<file path="src/hw/acs_defines.vh">
// Shared constants of the conversion sequencer
`ifndef ACS_DEFINES_VH
`define ACS_DEFINES_VH
`define ACS_ADDR_CTRL      8'h00
`define ACS_ADDR_ACQ1      8'h04
`define ACS_ADDR_ACQ5      8'h14
`define ACS_ADDR_STATUS    8'h18
`define ACS_ADDR_RESULT    8'h1c
`define ACS_ADDR_LEN       8'h20
`define ACS_CTRL_START     0
`define ACS_CTRL_CONT      1
`define ACS_CTRL_SLEEP     2
`define ACS_CTRL_SWRST     3
`define ACS_CTRL_BYPASS    4
`define ACS_ACQ1_OSR_LSB   0
`define ACS_ACQ1_NEL_LSB   3
`define ACS_ACQ1_GBIAS_LSB 5
`define ACS_ACQ1_CBIAS_LSB 7
`define ACS_OSR_CODE_MAX   3'h7
`define ACS_OSR_LOG_BASE   4'h3
`define ACS_STARTUP_US     800
`define ACS_RC_WAKE_US     450
`define ACS_CLK_MHZ        200
`define ACS_RESP_OKAY      2'h0
`define ACS_RESP_SLVERR    2'h2
`define ACS_PWR_SLEEP      2'h0
`define ACS_PWR_WAKE       2'h1
`define ACS_PWR_STARTUP    2'h2
`define ACS_PWR_ACTIVE     2'h3
`define ACS_BIAS_NOMINAL   2'h3
`endif

</file>
<file path="src/hw/acs_timer.v">
// Down counter that times a wait and reports its expiry
`timescale 1ns/1ps
module acs_timer #(
  parameter WIDTH = 20
) (
  input  wire             clock,
  input  wire             arst_n,
  input  wire             load,
  input  wire [WIDTH-1:0] load_value,
  output reg              busy,
  output reg              expired
);
  reg [WIDTH-1:0] count;

  always @(posedge clock or negedge arst_n)
  begin
    if (!arst_n)
    begin
      count   <= {WIDTH{1'b0}};
      busy    <= 1'b0;
      expired <= 1'b0;
    end
    else if (load)
    begin
      count   <= load_value;
      busy    <= 1'b1;
      expired <= 1'b0;
    end
    else if (busy)
    begin
      count   <= count - {{(WIDTH-1){1'b0}}, 1'b1};
      expired <= (count == {{(WIDTH-1){1'b0}}, 1'b1});
      busy    <= (count != {{(WIDTH-1){1'b0}}, 1'b1});
    end
    else
      expired <= 1'b0;
  end
endmodule

</file>
<file path="src/hw/acs_sequencer.v">
// Conversion sequencer with its AXI4-Lite register slave
`timescale 1ns/1ps
`include "acs_defines.vh"

module acs_sequencer #(
  parameter STARTUP_CYCLES = (`ACS_STARTUP_US * `ACS_CLK_MHZ),
  parameter WAKE_CYCLES    = (`ACS_RC_WAKE_US * `ACS_CLK_MHZ),
  parameter RES_W          = 16
) (
  input  wire             clock,
  input  wire             arst_n,
  input  wire [7:0]       s_axi_awaddr,
  input  wire             s_axi_awvalid,
  output wire             s_axi_awready,
  input  wire [31:0]      s_axi_wdata,
  input  wire [3:0]       s_axi_wstrb,
  input  wire             s_axi_wvalid,
  output wire             s_axi_wready,
  output reg  [1:0]       s_axi_bresp,
  output reg              s_axi_bvalid,
  input  wire             s_axi_bready,
  input  wire [7:0]       s_axi_araddr,
  input  wire             s_axi_arvalid,
  output wire             s_axi_arready,
  output reg  [31:0]      s_axi_rdata,
  output reg  [1:0]       s_axi_rresp,
  output reg              s_axi_rvalid,
  input  wire             s_axi_rready,
  input  wire [RES_W-1:0] sample_data,
  output reg              gain_stage_reset,
  output reg  [1:0]       gain_stage_bias_select,
  output reg  [1:0]       converter_bias_select,
  output reg              conversion_done
);
  // ***************************************************
  // Helpers
  // ***************************************************
  function [10:0] osr_of;
    input [2:0] code;
    begin
      osr_of = 11'h008 << code;
    end
  endfunction

  function [3:0] nel_of;
    input [1:0] code;
    begin
      nel_of = 4'h1 << code;
    end
  endfunction

  // ***************************************************
  // Registers
  // ***************************************************
  reg [7:0]  acq_cfg [0:4];
  reg        cont_mode;
  reg        bypass;
  reg [1:0]  pwr_state;
  reg        converting;
  reg [14:0] conv_count;
  reg [RES_W-1:0] result;
  reg [7:0]  aw_addr;
  reg        aw_held;
  reg [31:0] w_data;
  reg [3:0]  w_strb;
  reg        w_held;
  reg        swrst_req;
  reg        start_req;
  integer    i;

  wire [2:0]  osr_code = acq_cfg[0][`ACS_ACQ1_OSR_LSB +: 3];
  wire [1:0]  nel_code = acq_cfg[0][`ACS_ACQ1_NEL_LSB +: 2];
  wire [10:0] osr = osr_of(osr_code);
  wire [3:0]  nel = nel_of(nel_code);
  wire [4:0]  twice_log = {(`ACS_OSR_LOG_BASE + {1'b0, osr_code}), 1'b0};
  wire [4:0]  resolution = twice_log + {3'h0, nel_code};
  wire [4:0]  eff_res = (resolution > RES_W[4:0]) ? RES_W[4:0] : resolution;
  wire [14:0] conv_len = nel * ({4'h0, osr} + 15'h0001) + 15'h0001;

  wire wr_go = aw_held && w_held && !s_axi_bvalid;
  wire wr_ctrl = wr_go && aw_addr == `ACS_ADDR_CTRL;
  wire wr_acq = wr_go && aw_addr >= `ACS_ADDR_ACQ1 &&
                aw_addr <= `ACS_ADDR_ACQ5 && aw_addr[1:0] == 2'h0;
  wire [2:0] acq_idx = aw_addr[4:2] - 3'h1;
  wire active = (pwr_state == `ACS_PWR_ACTIVE);

  assign s_axi_awready = !aw_held;
  assign s_axi_wready  = !w_held;
  assign s_axi_arready = !s_axi_rvalid;

  // ***************************************************
  // Power sequencing
  // ***************************************************
  wire        tmr_expired;
  reg         tmr_load;
  reg  [19:0] tmr_value;
  acs_timer #(.WIDTH(20)) u_timer (
    .clock      (clock),
    .arst_n     (arst_n),
    .load       (tmr_load),
    .load_value (tmr_value),
    .busy       (),
    .expired    (tmr_expired)
  );

  wire bus_access = wr_go || (s_axi_arvalid && s_axi_arready);

  always @*
  begin
    tmr_load  = 1'b0;
    tmr_value = WAKE_CYCLES[19:0];
    if (swrst_req || (pwr_state == `ACS_PWR_WAKE && tmr_expired))
    begin
      tmr_load  = 1'b1;
      tmr_value = STARTUP_CYCLES[19:0];
    end
    else if (pwr_state == `ACS_PWR_SLEEP && bus_access)
      tmr_load = 1'b1;
  end

  always @(posedge clock or negedge arst_n)
  begin
    if (!arst_n)
      pwr_state <= `ACS_PWR_SLEEP;
    else
    begin
      if (swrst_req)
        pwr_state <= `ACS_PWR_STARTUP;
      else case (pwr_state)
        `ACS_PWR_SLEEP:
          if (bus_access)
            pwr_state <= `ACS_PWR_WAKE;
        `ACS_PWR_WAKE:
          if (tmr_expired)
            pwr_state <= `ACS_PWR_STARTUP;
        `ACS_PWR_STARTUP:
          if (tmr_expired)
            pwr_state <= `ACS_PWR_ACTIVE;
        default:
          if (wr_ctrl && w_data[`ACS_CTRL_SLEEP])
            pwr_state <= `ACS_PWR_SLEEP;
      endcase
    end
  end

  // ***************************************************
  // Register writes
  // ***************************************************
  always @(posedge clock or negedge arst_n)
  begin
    if (!arst_n)
    begin
      for (i = 0; i < 5; i = i + 1)
        acq_cfg[i] <= 8'h00;
      cont_mode        <= 1'b0;
      bypass           <= 1'b0;
      aw_addr          <= 8'h00;
      aw_held          <= 1'b0;
      w_data           <= 32'h00000000;
      w_strb           <= 4'h0;
      w_held           <= 1'b0;
      s_axi_bvalid     <= 1'b0;
      s_axi_bresp      <= `ACS_RESP_OKAY;
      gain_stage_reset <= 1'b0;
      swrst_req        <= 1'b0;
      start_req        <= 1'b0;
    end
    else
    begin
      gain_stage_reset <= wr_acq && w_strb[0];
      swrst_req <= wr_ctrl && w_strb[0] && w_data[`ACS_CTRL_SWRST];
      start_req <= wr_ctrl && w_strb[0] && w_data[`ACS_CTRL_START];
      if (s_axi_awvalid && !aw_held)
      begin
        aw_addr <= s_axi_awaddr;
        aw_held <= 1'b1;
      end
      if (s_axi_wvalid && !w_held)
      begin
        w_data <= s_axi_wdata;
        w_strb <= s_axi_wstrb;
        w_held <= 1'b1;
      end
      if (s_axi_bvalid && s_axi_bready)
        s_axi_bvalid <= 1'b0;
      if (wr_go)
      begin
        aw_held      <= 1'b0;
        w_held       <= 1'b0;
        s_axi_bvalid <= 1'b1;
        s_axi_bresp  <= `ACS_RESP_OKAY;
        if (wr_acq && w_strb[0])
          acq_cfg[acq_idx] <= w_data[7:0];
        else if (wr_ctrl && w_strb[0])
        begin
          cont_mode <= w_data[`ACS_CTRL_CONT];
          bypass    <= w_data[`ACS_CTRL_BYPASS];
        end
        else if (!wr_acq && !wr_ctrl)
          s_axi_bresp <= `ACS_RESP_SLVERR;
      end
    end
  end

  // ***************************************************
  // Conversion sequencing
  // ***************************************************
  always @(posedge clock or negedge arst_n)
  begin
    if (!arst_n)
    begin
      converting             <= 1'b0;
      conv_count             <= 15'h0000;
      conversion_done        <= 1'b0;
      result                 <= {RES_W{1'b0}};
      gain_stage_bias_select <= `ACS_BIAS_NOMINAL;
      converter_bias_select  <= `ACS_BIAS_NOMINAL;
    end
    else
    begin
      gain_stage_bias_select <= acq_cfg[0][`ACS_ACQ1_GBIAS_LSB +: 2];
      converter_bias_select  <= acq_cfg[1][1:0];
      conversion_done <= 1'b0;
      if (!active || (gain_stage_reset && !bypass))
        converting <= 1'b0;
      else if (start_req && !converting)
      begin
        converting <= 1'b1;
        conv_count <= 15'h0001;
      end
      else if (converting)
      begin
        if (conv_count == conv_len - 15'h0001)
        begin
          conversion_done <= 1'b1;
          result <= sample_data >> (RES_W[4:0] - eff_res);
          conv_count <= 15'h0000;
          converting <= cont_mode;
        end
        else
          conv_count <= conv_count + 15'h0001;
      end
    end
  end

  // ***************************************************
  // Register reads
  // ***************************************************
  always @(posedge clock or negedge arst_n)
  begin
    if (!arst_n)
    begin
      s_axi_rvalid <= 1'b0;
      s_axi_rdata  <= 32'h00000000;
      s_axi_rresp  <= `ACS_RESP_OKAY;
    end
    else if (s_axi_rvalid)
    begin
      if (s_axi_rready)
        s_axi_rvalid <= 1'b0;
    end
    else if (s_axi_arvalid)
    begin
      s_axi_rvalid <= 1'b1;
      s_axi_rresp  <= `ACS_RESP_OKAY;
      s_axi_rdata  <= 32'h00000000;
      if (s_axi_araddr == `ACS_ADDR_CTRL)
        s_axi_rdata <= {27'h0, bypass, 2'h0, cont_mode, 1'b0};
      else if (s_axi_araddr >= `ACS_ADDR_ACQ1 &&
               s_axi_araddr <= `ACS_ADDR_ACQ5 &&
               s_axi_araddr[1:0] == 2'h0)
        s_axi_rdata <= {24'h0, acq_cfg[s_axi_araddr[4:2] - 3'h1]};
      else if (s_axi_araddr == `ACS_ADDR_STATUS)
        s_axi_rdata <= {19'h0, resolution, 5'h0, converting, pwr_state};
      else if (s_axi_araddr == `ACS_ADDR_RESULT)
        s_axi_rdata <= {{(32-RES_W){1'b0}}, result};
      else if (s_axi_araddr == `ACS_ADDR_LEN)
        s_axi_rdata <= {17'h0, conv_len};
      else
        s_axi_rresp <= `ACS_RESP_SLVERR;
    end
  end
endmodule

</file>
<file path="config.mk">
export PLATFORM = sky130hd
export DESIGN_NAME = acs_sequencer
export DESIGN_NICKNAME = d
export VERILOG_FILES = /design/src/hw/acs_timer.v /design/src/hw/acs_sequencer.v
export VERILOG_INCLUDE_DIRS = /design/src /design/src/hw
export SDC_FILE = /design/constraint.sdc
export NUM_CORES = 1
export LEC_CHECK = 0
export ABC_AREA = 0
export ABC_CLOCK_PERIOD_IN_PS = 8000
export BUFFER_PORTS_ARGS = -buffer_cell sky130_fd_sc_hd__buf_4
export CAP_MARGIN = 25
export CORE_MARGIN = 2
export CORE_UTILIZATION = 54
export CTS_CLUSTER_SIZE = 25
export DETAILED_ROUTE_END_ITERATION = 10
export MAX_ROUTING_LAYER = met4
export PLACE_DENSITY_LB_ADDON = 0.05
export RECOVER_POWER = 50
export SLEW_MARGIN = 20
export SYNTH_ARGS = -nofsm -noshare
export SYNTH_HDL_FRONTEND = slang
export SYNTH_SLANG_ARGS = --single-unit
</file>
<file path="constraint.sdc">
create_clock -name clock -period 8 [get_ports clock]
set_clock_uncertainty 0.2 [all_clocks]
set_input_delay 1.6 -clock clock [delete_from_list [all_inputs] [get_ports clock]]
set_output_delay 1.6 -clock clock [all_outputs]
set_load 0.01 [all_outputs]
</file>
==> flow_summary.toml, run 1 <==
[status]
run_status = "finished, violations left"
violations = "max-capacitance violations, max-slew violations"

[timing]
max_freq_mhz = 157
finalSetupViolCount = 0
period_needed_ps = 6360
max-slew-margin-rel = -1.70
whs_ps = 201
finalHoldViolations = 0
rsz0062_at_grt = "false"
fin_crit_sh = 0.795
worstMarginPinSlew_ps = 4040
setup_tns_ps = 0
slew_viol_final = 72

[worst_hold_path]
whs_endpoint = "converter_bias_select[1]$_DFF_PN1_"
hold_path_depth = 0
holdCritPathClass = "register to register"
min_from = "acq_cfg[25]$_DFFE_PN0P_"

[die]
boundaryPins = 122
die_h_um = 138
fp.dieArea_um2 = 19200
die_w_um = 138
start_util = 0.547
core-area_um2 = 17800
rows = 49

[worst_setup_path]
r2r_slack_ps = 1640
crit_type = "register to register"
rr_endpoint = "result[15]$_DFFE_PN0P_"
required_ps = 8110
crit_arrival_ps = 6470
startpoint_type = "register"
worstPathCellList = "inv_1 > ha_1 > nand2b_1 > or2_2 > fa_1 > fa_1 > inv_1 > ha_1 > a2111oi_0 > o21ai_0 > o21ai_0 > nor4b_1 > xor2_1 > a211oi_1 > o2111ai_2 > nor3_4 > buf_4 > mux2_2"
crit_path_end_kind = "register"
crit_fanout = 17
crit_slowest_cell = "nor4b_1"
cp_slowest_stage_delay_ps = 740
crit_cells = 18
crit_family = "adder cells"
r2r_start = "acq_cfg[32]$_DFFE_PN0P_"
ff2ff_path_depth = 18
cp.buffers_inverters = 3

[clock_tree]
ctsResizeCount = 0
cts_buffers = 17
cts_sinks = 145
postCtsSetupBuffers = 0
clk_pin_slew_ps = 60
clk_latency_ps = 430
cts_htree_levels = 4
root_buffer = "clkbuf_16"
holdBufCountCts = 0
cts_buffer_depth = 2
cts_tree = "done"

[final_layout]
nets = 1166
antenna_cells = 0
areaGrowthSynthToFinish_pct = 12.7
instances_no_fill = 1280
layout-drive-gt1-share = 0.227

[power]
swShare = 0.323
clockPowerShare = 0.358
pwr-share-seq = 0.412
netSwitchingPower_uw = 748
ir_drop_uv = 195
p_total_mw = 2.31
internal_power_mw = 1.57
p_leak_nw = 4.97
powerDensity_nw_per_um2 = 210
power_frac_comb = 0.231

[global_route]
grt_start_max_net_pins = 76
grt_overflow = 0
grtUsageMet1 = 0.350
grt_pass1_wl_mm = 37.7
gr-usage-met2 = 0.385
grtUsageTotal = 0.254
busiest_layer = "met2"
grt_pass1_vias = 7221
antenna_found_initial = 0
grtUsageMet3 = 0.0461

[detailed_routing]
drc = 0
final_antenna_net_count = 0
avgRoutedWirePerCell_um = 18.1
vias_per_cell = 5.81
vias = 7443
drt-pass1-iter-count = 5
drt-total-wl_mm = 23.1
drtIter0Drc = 522

[synthesis]
syn_area_um2 = 9770
netlist_instances = 979
synthArstFlopShare = 1.00
synth-main-ff-cell = "dfrtp_1"
synth_seq_area_share = 0.372
synth_seq_cells = 145
syn_avg_cell_area_um2 = 9.98
yosysWarnings = 0
yosysUniqueCellTypes = 94
synth_edf_count = 0

[placement]
dp_hpwl_mm = 16.8
place_congestion = 0.850
io_buffers = 76
placed_cells = 1247

[flow_run]
cap_violations = 1
layout by cell type (no fill, tap or decap), types with 12 or more instances in the layout:
| cell | synthesis | layout |
|---|---|---|
| a22oi_1 | 14 | 14 |
| o31ai_1 | 16 | 16 |
| mux2i_1 | 22 | 22 |
| nand2_1 | 92 | 92 |
| buf_4 | 20 | 79 |
| ha_1 | 42 | 42 |
| nor3_1 | 24 | 24 |
| a21oi_1 | 39 | 39 |
| o21ai_0 | 42 | 42 |
| mux4_2 | 15 | 15 |
| and3_1 | 15 | 15 |
| nand2b_1 | 12 | 12 |
| dfrtp_1 | 141 | 141 |
| inv_1 | 42 | 42 |
| clkbuf_16 | 0 | 17 |
| nand3_1 | 36 | 36 |
| conb_1 | 1 | 18 |
| nor2_1 | 71 | 71 |
| xnor2_1 | 31 | 31 |
| xor2_1 | 16 | 16 |
| mux2_2 | 67 | 67 |
flip-flops by register name (all words and copies together), names as in the netlist, 2 cells and up:
name                    count
converter_bias_select       2
acq_cfg                    40
u_timer.count              20
conv_count                 15
aw_addr                     8
s_axi_rdata                16
gain_stage_bias_select      2
pwr_state                   2
result                     16
w_data                      8
power groups by stage:
stage                     clock [mW]  combinational, mW  sequential, mW
final                          0.827              0.534           0.952
after global routing           0.871              0.592           0.972
after CTS                      0.839              0.536           0.953
after detailed placement           0              0.532           0.964
after global placement             0              0.527           0.960
after floorplan                    0              0.411           0.926
worst max path at each step:
stage | from | endpoint
6_report | acq_cfg[32]$_DFFE_PN0P_ | result[15]$_DFFE_PN0P_
5_1_grt | acq_cfg[32]$_DFFE_PN0P_ | conv_count[6]$_DFFE_PN0P_
4_1_cts | acq_cfg[32]$_DFFE_PN0P_ | result[1]$_DFFE_PN0P_
3_5_place_dp | acq_cfg[32]$_DFFE_PN0P_ | result[13]$_DFFE_PN0P_
3_3_place_gp | acq_cfg[32]$_DFFE_PN0P_ | result[1]$_DFFE_PN0P_
2_1_floorplan | acq_cfg[32]$_DFFE_PN0P_ | result[10]$_DFFE_PN0P_
cell usage after synthesis (24+ instances only):
cell type	n	area, µm²
a21oi_1	39	195
clkbuf_1	29	109
dfrtp_1	141	3530
ha_1	42	526
inv_1	42	158
mux2_2	67	754
nand2_1	92	345
nand3_1	36	180
nor2_1	71	267
nor3_1	24	120
o21ai_0	42	210
xnor2_1	31	272
metrics by stage:
step | util | setup slack (ps) | instance area [µm²]
after floorplan | - | 2260 | 9830
after global placement | 0.582 | 1730 | 10400
after detailed placement | 0.582 | 1710 | 10400
after CTS | 0.616 | 1660 | 11000
after global routing | 0.617 | 1160 | 11000
final | 0.617 | 1640 | 11000
cell type report:
type,count,area (µm²)
fill,1542,6830
multi-input combinational,745,5670
sequential,145,3630
timing repair buffer,86,658
clock buffer,18,429
tap,229,287
clock inverter,14,175
inverter,43,161
worst register-to-register path, cell delays in order, from the launching register on:
cell	delay, ps
dfrtp_1	470
inv_1	170
ha_1	280
nand2b_1	140
or2_2	310
fa_1	480
fa_1	520
inv_1	40
ha_1	390
a2111oi_0	350
o21ai_0	220
o21ai_0	170
nor4b_1	740
xor2_1	170
a211oi_1	430
o2111ai_2	240
nor3_4	190
buf_4	340
mux2_2	380
cell families after synthesis:
family                     synth area share
AOI/OAI and AO/OA                     0.132
other                              0.000384
muxes                                 0.148
DFF                                   0.372
and+or+nand+nor                       0.168
xor gates and xnor gates             0.0484
adders and majority gates            0.0764
buffers and inverters                0.0544
per-layer routing:
layer,part of all wire,wire length [µm],vias up
li1,-,-,3609
met1,0.47,10900,3637
met2,0.47,10800,163
met3,0.038,869,34
met4,0.024,546,0
met5,0,0,-
(Power assumes the default switching activity.)
==> inputs of run 2 (changes only) <==
--- a/config.mk
+++ b/config.mk
@@ -7,7 +7,7 @@
 export NUM_CORES = 1
 export LEC_CHECK = 0
 export ABC_AREA = 0
-export ABC_CLOCK_PERIOD_IN_PS = 8000
+export ABC_CLOCK_PERIOD_IN_PS = 5700
 export BUFFER_PORTS_ARGS = -buffer_cell sky130_fd_sc_hd__buf_4
 export CAP_MARGIN = 25
 export CORE_MARGIN = 2
==> constraint.sdc (replaced) <==
create_clock -name clock -period 5.7 [get_ports clock]
set_clock_uncertainty 0.2 [all_clocks]
set_input_delay 1.14 -clock clock [delete_from_list [all_inputs] [get_ports clock]]
set_output_delay 1.14 -clock clock [all_outputs]
set_load 0.01 [all_outputs]
==> flow_summary.toml, run 2 (synthesized netlist as in run 1, its figures left out) <==
[worst_setup_path]
startpoint_type = "register"
cp.buffers_inverters = 4
worstPathCellList = "inv_2 > ha_1 > nand2b_1 > or2_2 > fa_1 > fa_1 > inv_1 > ha_1 > and3_2 > a22o_2 > o311a_1 > a2111oi_2 > buf_4 > xnor2_1 > o2111ai_2 > nor3_4 > buf_12 > mux2_2"
cp_slowest_stage_delay_ps = 550
crit_type = "register to register"
crit_arrival_ps = 5600
crit_fanout = 17
crit_family = "adder cells"
crit_path_end_kind = "register"
required_ps = 5820
crit_slowest_cell = "fa_1"

[flow_run]
cap_violations = 1

[die]
die_h_um = 138
fp.dieArea_um2 = 19200
start_util = 0.547
boundaryPins = 122
die_w_um = 138
rows = 49
core-area_um2 = 17800

[global_route]
antenna_found_initial = 0
grtUsageTotal = 0.257
grt_overflow = 0
grt_pass1_vias = 7293
grt_start_max_net_pins = 100
grt_pass1_wl_mm = 38.2

[power]
ir_drop_uv = 255
powerDensity_nw_per_um2 = 290
p_leak_nw = 5.02

[final_layout]
finalInstanceArea_um2 = 11100
layout-drive-gt1-share = 0.230
regMostFlops = "acq_cfg"
largest_register_ffs = 40
reg.largest.list = "acq_cfg: 40 flops, u_timer.count: 20 flops"
antenna_cells = 0
nets = 1195
instances_no_fill = 1309
final_cell_mix = "dfrtp_1 (141), nand2_1 (92), buf_4 (82)"
areaGrowthSynthToFinish_pct = 14.1
final_common_cell = "dfrtp_1"
postLayoutCoreUtil = 0.625

[detailed_routing]
drt-total-wl_mm = 23.2
final_antenna_net_count = 0
vias_per_cell = 5.73
vias = 7495
drc = 0
avgRoutedWirePerCell_um = 17.7
drt-pass1-iter-count = 6
drtIter0Drc = 509

[timing]
max_freq_mhz = 183
period_needed_ps = 5480
slew_viol_final = 100
finalHoldViolations = 0
setup_tns_ps = 0
max-slew-margin-rel = -0.668
worstMarginPinSlew_ps = 2500
fin_crit_sh = 0.961
finalSetupViolCount = 0
rsz0062_at_grt = "false"

[clock_tree]
cts_sinks = 145
cts_buffer_depth = 2
cts_htree_levels = 4
root_buffer = "clkbuf_16"
cts_tree = "done"
clk_latency_ps = 440
cts_buffers = 17
clk_pin_slew_ps = 70

[placement]
place_congestion = 0.868
dp_hpwl_mm = 17.1
placed_cells = 1276
io_buffers = 76
placedInstanceArea_um2 = 10600

[status]
run_status = "finished, violations left"
violations = "max-capacitance violations, max-slew violations"

[worst_hold_path]
holdCritPathClass = "register to register"
==> run 2: through the flow <==
stage	power [mW]	worst slack, ps	hold WS, ps
finish	3.23	222	201
global route	3.40	30.3	218
CTS	3.27	13.4	205
detailed placement	2.12	52.1	191
global placement	2.10	126	195
floorplan	1.88	52.4	166
==> run 2: timing repair <==
item,CTS,global route
hold buffers,0,0
setup endpoints to repair,0,27
buffers inserted,0,1
resized for setup,0,8
endpoints found under the hold margin,0,0
==> run 2: final timing paths <==
path | from | endpoint | slack, ps | cells after the start
max in group asynchronous | arst_n | s_axi_rvalid$_DFF_PN0_ | 1790 | 2
max reg2reg | acq_cfg[32]$_DFFE_PN0P_ | result[1]$_DFFE_PN0P_ | 220 | 18
max | acq_cfg[32]$_DFFE_PN0P_ | result[1]$_DFFE_PN0P_ | 220 | 18
min reg2reg | acq_cfg[38]$_DFFE_PN0P_ | gain_stage_bias_select[1]$_DFF_PN1_ | 200 | 0
min | acq_cfg[38]$_DFFE_PN0P_ | gain_stage_bias_select[1]$_DFF_PN1_ | 200 | 0
min in group asynchronous | arst_n | u_timer.count[3]$_DFFE_PN0P_ | 1240 | 1
==> run 2: metal layers <==
layer  share of wire  global-route usage  vias to the layer above  wire [µm]
met3           0.040              0.0468                       16        925
met2            0.49               0.413                      156      11400
met5               0                   -                        -          0
met1            0.46               0.344                     3665      10700
met4           0.011              0.0591                        0        252
li1                -                   -                     3658          -
==> run 2: area by class of cell <==
class	count	area, µm²
flip-flops and latches	145	3630
clock inverters	13	143
repair buffers	115	769
fillers	1547	6700
well taps	229	287
clock buffers	19	453
inverters	43	161
multi-input cells	745	5700
==> run 2: power breakdown <==
group | total [mW] | switching [mW] | internal, mW
clock | 1.14 | 0.504 | 0.640
sequential | 1.33 | 0.151 | 1.18
combinational | 0.754 | 0.405 | 0.349
total | 3.23 | 1.06 | 2.17
==> inputs of run 3 (changes only) <==
--- a/config.mk
+++ b/config.mk
@@ -7,7 +7,7 @@
 export NUM_CORES = 1
 export LEC_CHECK = 0
 export ABC_AREA = 0
-export ABC_CLOCK_PERIOD_IN_PS = 5700
+export ABC_CLOCK_PERIOD_IN_PS = 4400
 export BUFFER_PORTS_ARGS = -buffer_cell sky130_fd_sc_hd__buf_4
 export CAP_MARGIN = 25
 export CORE_MARGIN = 2
==> constraint.sdc (replaced) <==
create_clock -name clock -period 4.4 [get_ports clock]
set_clock_uncertainty 0.2 [all_clocks]
set_input_delay 0.88 -clock clock [delete_from_list [all_inputs] [get_ports clock]]
set_output_delay 0.88 -clock clock [all_outputs]
set_load 0.01 [all_outputs]
==> flow_summary.toml, run 3 (synthesized netlist as in run 1, its figures left out) <==
[final_layout]
areaGrowthSynthToFinish_pct = 28.8
nFillCells = 1342
layout-drive-gt1-share = 0.360
nets = 1294
postLayoutCoreUtil = 0.705
final_cell_mix = "buf_4 (195), dfrtp_1 (138), nand2_1 (88)"
antenna_cells = 0
largest_register_ffs = 40
reg.largest.list = "acq_cfg: 40 flops, u_timer.count: 20 flops"
regMostFlops = "acq_cfg"
final_common_cell = "buf_4"

[die]
die_h_um = 138
boundaryPins = 122
die_w_um = 138
rows = 49
start_util = 0.547
fp.dieArea_um2 = 19200
core-area_um2 = 17800

[timing]
setup_ws_ps = -693
setup_tns_ps = -20600
rsz0062_at_grt = "true"
max_freq_mhz = 196
finalSetupViolCount = 33
fin_crit_sh = 1.16
slew_viol_final = 94
finalHoldViolations = 0
max-slew-margin-rel = -0.554
period_needed_ps = 5090
worstMarginPinSlew_ps = 2330

[detailed_routing]
drtIter0Drc = 441
drc = 0
vias_per_cell = 5.70
vias = 8031
avgRoutedWirePerCell_um = 18.2
drt-total-wl_mm = 25.6
final_antenna_net_count = 0
drt-pass1-iter-count = 4

[flow_run]
cap_violations = 1

[worst_setup_path]
crit_fanout = 8
crit_type = "register to register"
required_ps = 4510
crit_path_end_kind = "register"
startpoint_type = "register"
crit_arrival_ps = 5200

[clock_tree]
cts_sinks = 145
root_buffer = "clkbuf_16"
cts_tree = "done"
clk_latency_ps = 430
cts_buffer_depth = 2
cts_htree_levels = 4
cts_buffers = 17
clk_pin_slew_ps = 70

[power]
powerDensity_nw_per_um2 = 347
p_leak_nw = 5.73
ir_drop_uv = 369

[worst_hold_path]
holdCritPathClass = "register to register"

[global_route]
grt_start_max_net_pins = 94
grt_pass1_vias = 8058
grt_pass1_wl_mm = 41.6
grtUsageTotal = 0.279
antenna_found_initial = 0
grt_overflow = 0

[placement]
io_buffers = 76
dp_hpwl_mm = 18.3
place_congestion = 0.873
place_ws_ps = -789

[status]
run_status = "finished, violations left"
violations = "max-capacitance violations, max-slew violations, negative setup slack"
## run 3: critical path, cell delays in order, from the launching register on
cell	delay [ps]
dfrtp_2	440
inv_4	90
ha_4	160
nand2b_4	50
or2_4	240
fa_2	490
fa_1	510
inv_2	50
ha_4	270
buf_6	110
buf_6	100
nand2_4	60
nor3_2	110
buf_4	170
nor3_4	50
nor4b_4	360
xor2_2	250
and4_4	280
o2111ai_4	150
nor3_4	250
buf_6	140
buf_16	130
mux2_4	300
## run 3: path summary, 6_finish.rpt
path,cells past startpoint,endpoint,startpoint,slack (ps)
worst min register to register,0,converter_bias_select[1]$_DFF_PN1_,acq_cfg[25]$_DFFE_PN0P_,200
min in group asynchronous,1,s_axi_rdata[13]$_DFFE_PN0P_,arst_n,920
worst max-delay path,22,result[8]$_DFFE_PN0P_,acq_cfg[32]$_DFFE_PN0P_,-690
worst max register to register,22,result[8]$_DFFE_PN0P_,acq_cfg[32]$_DFFE_PN0P_,-690
worst min-delay path,0,converter_bias_select[1]$_DFF_PN1_,acq_cfg[25]$_DFFE_PN0P_,200
max in group asynchronous,2,conv_count[4]$_DFFE_PN0P_,arst_n,1270
## run 3: per-layer routing
| metal | share of wire | track usage | routed length (µm) | up-vias |
|---|---|---|---|---|
| met5 | 0 | - | 0 | - |
| met4 | 0.026 | 0.0999 | 655 | 0 |
| li1 | - | - | - | 3863 |
| met3 | 0.048 | 0.0499 | 1240 | 42 |
| met2 | 0.50 | 0.451 | 12700 | 210 |
| met1 | 0.43 | 0.356 | 11000 | 3916 |
## run 3: repair_timing
item / in CTS / in global routing
gates resized for setup: 47 / 48
hold buffers: 0 / 0
pin swaps: 11 / 12
endpoints found under the setup margin: 35 / 39
gates cloned: 1 / 1
setup buffers: 14 / 5
## run 3: final cells by class
type	count	area [µm²]	area share
multi-input combinational	745	6180	0.491
inverter	43	166	0.0132
tap	229	287	0.0228
timing repair buffer	214	1680	0.134
clock buffer	17	425	0.0338
clock inverter	15	210	0.0167
sequential	145	3640	0.289
## run 3: through the flow
| stage | hold slack, ps | instance area, µm² | cells | power, mW |
|---|---|---|---|---|
| 5_1_grt | 216 | 12600 | 1408 | 4.59 |
| 3_3_place_gp | 191 | 11400 | 1356 | 2.76 |
| 6_report | 200 | 12600 | 1408 | 4.37 |
| 3_5_place_dp | 186 | 11400 | 1356 | 2.79 |
| 2_1_floorplan | 166 | 9980 | 996 | 2.45 |
| 4_1_cts | 203 | 12400 | 1403 | 4.39 |
## run 3: power by group
group          internal (mW)  total, mW  switching (mW)
logic                  0.531       1.07           0.536
registers               1.53       1.72           0.191
clock network          0.923       1.58           0.656
total                   2.98       4.37            1.38
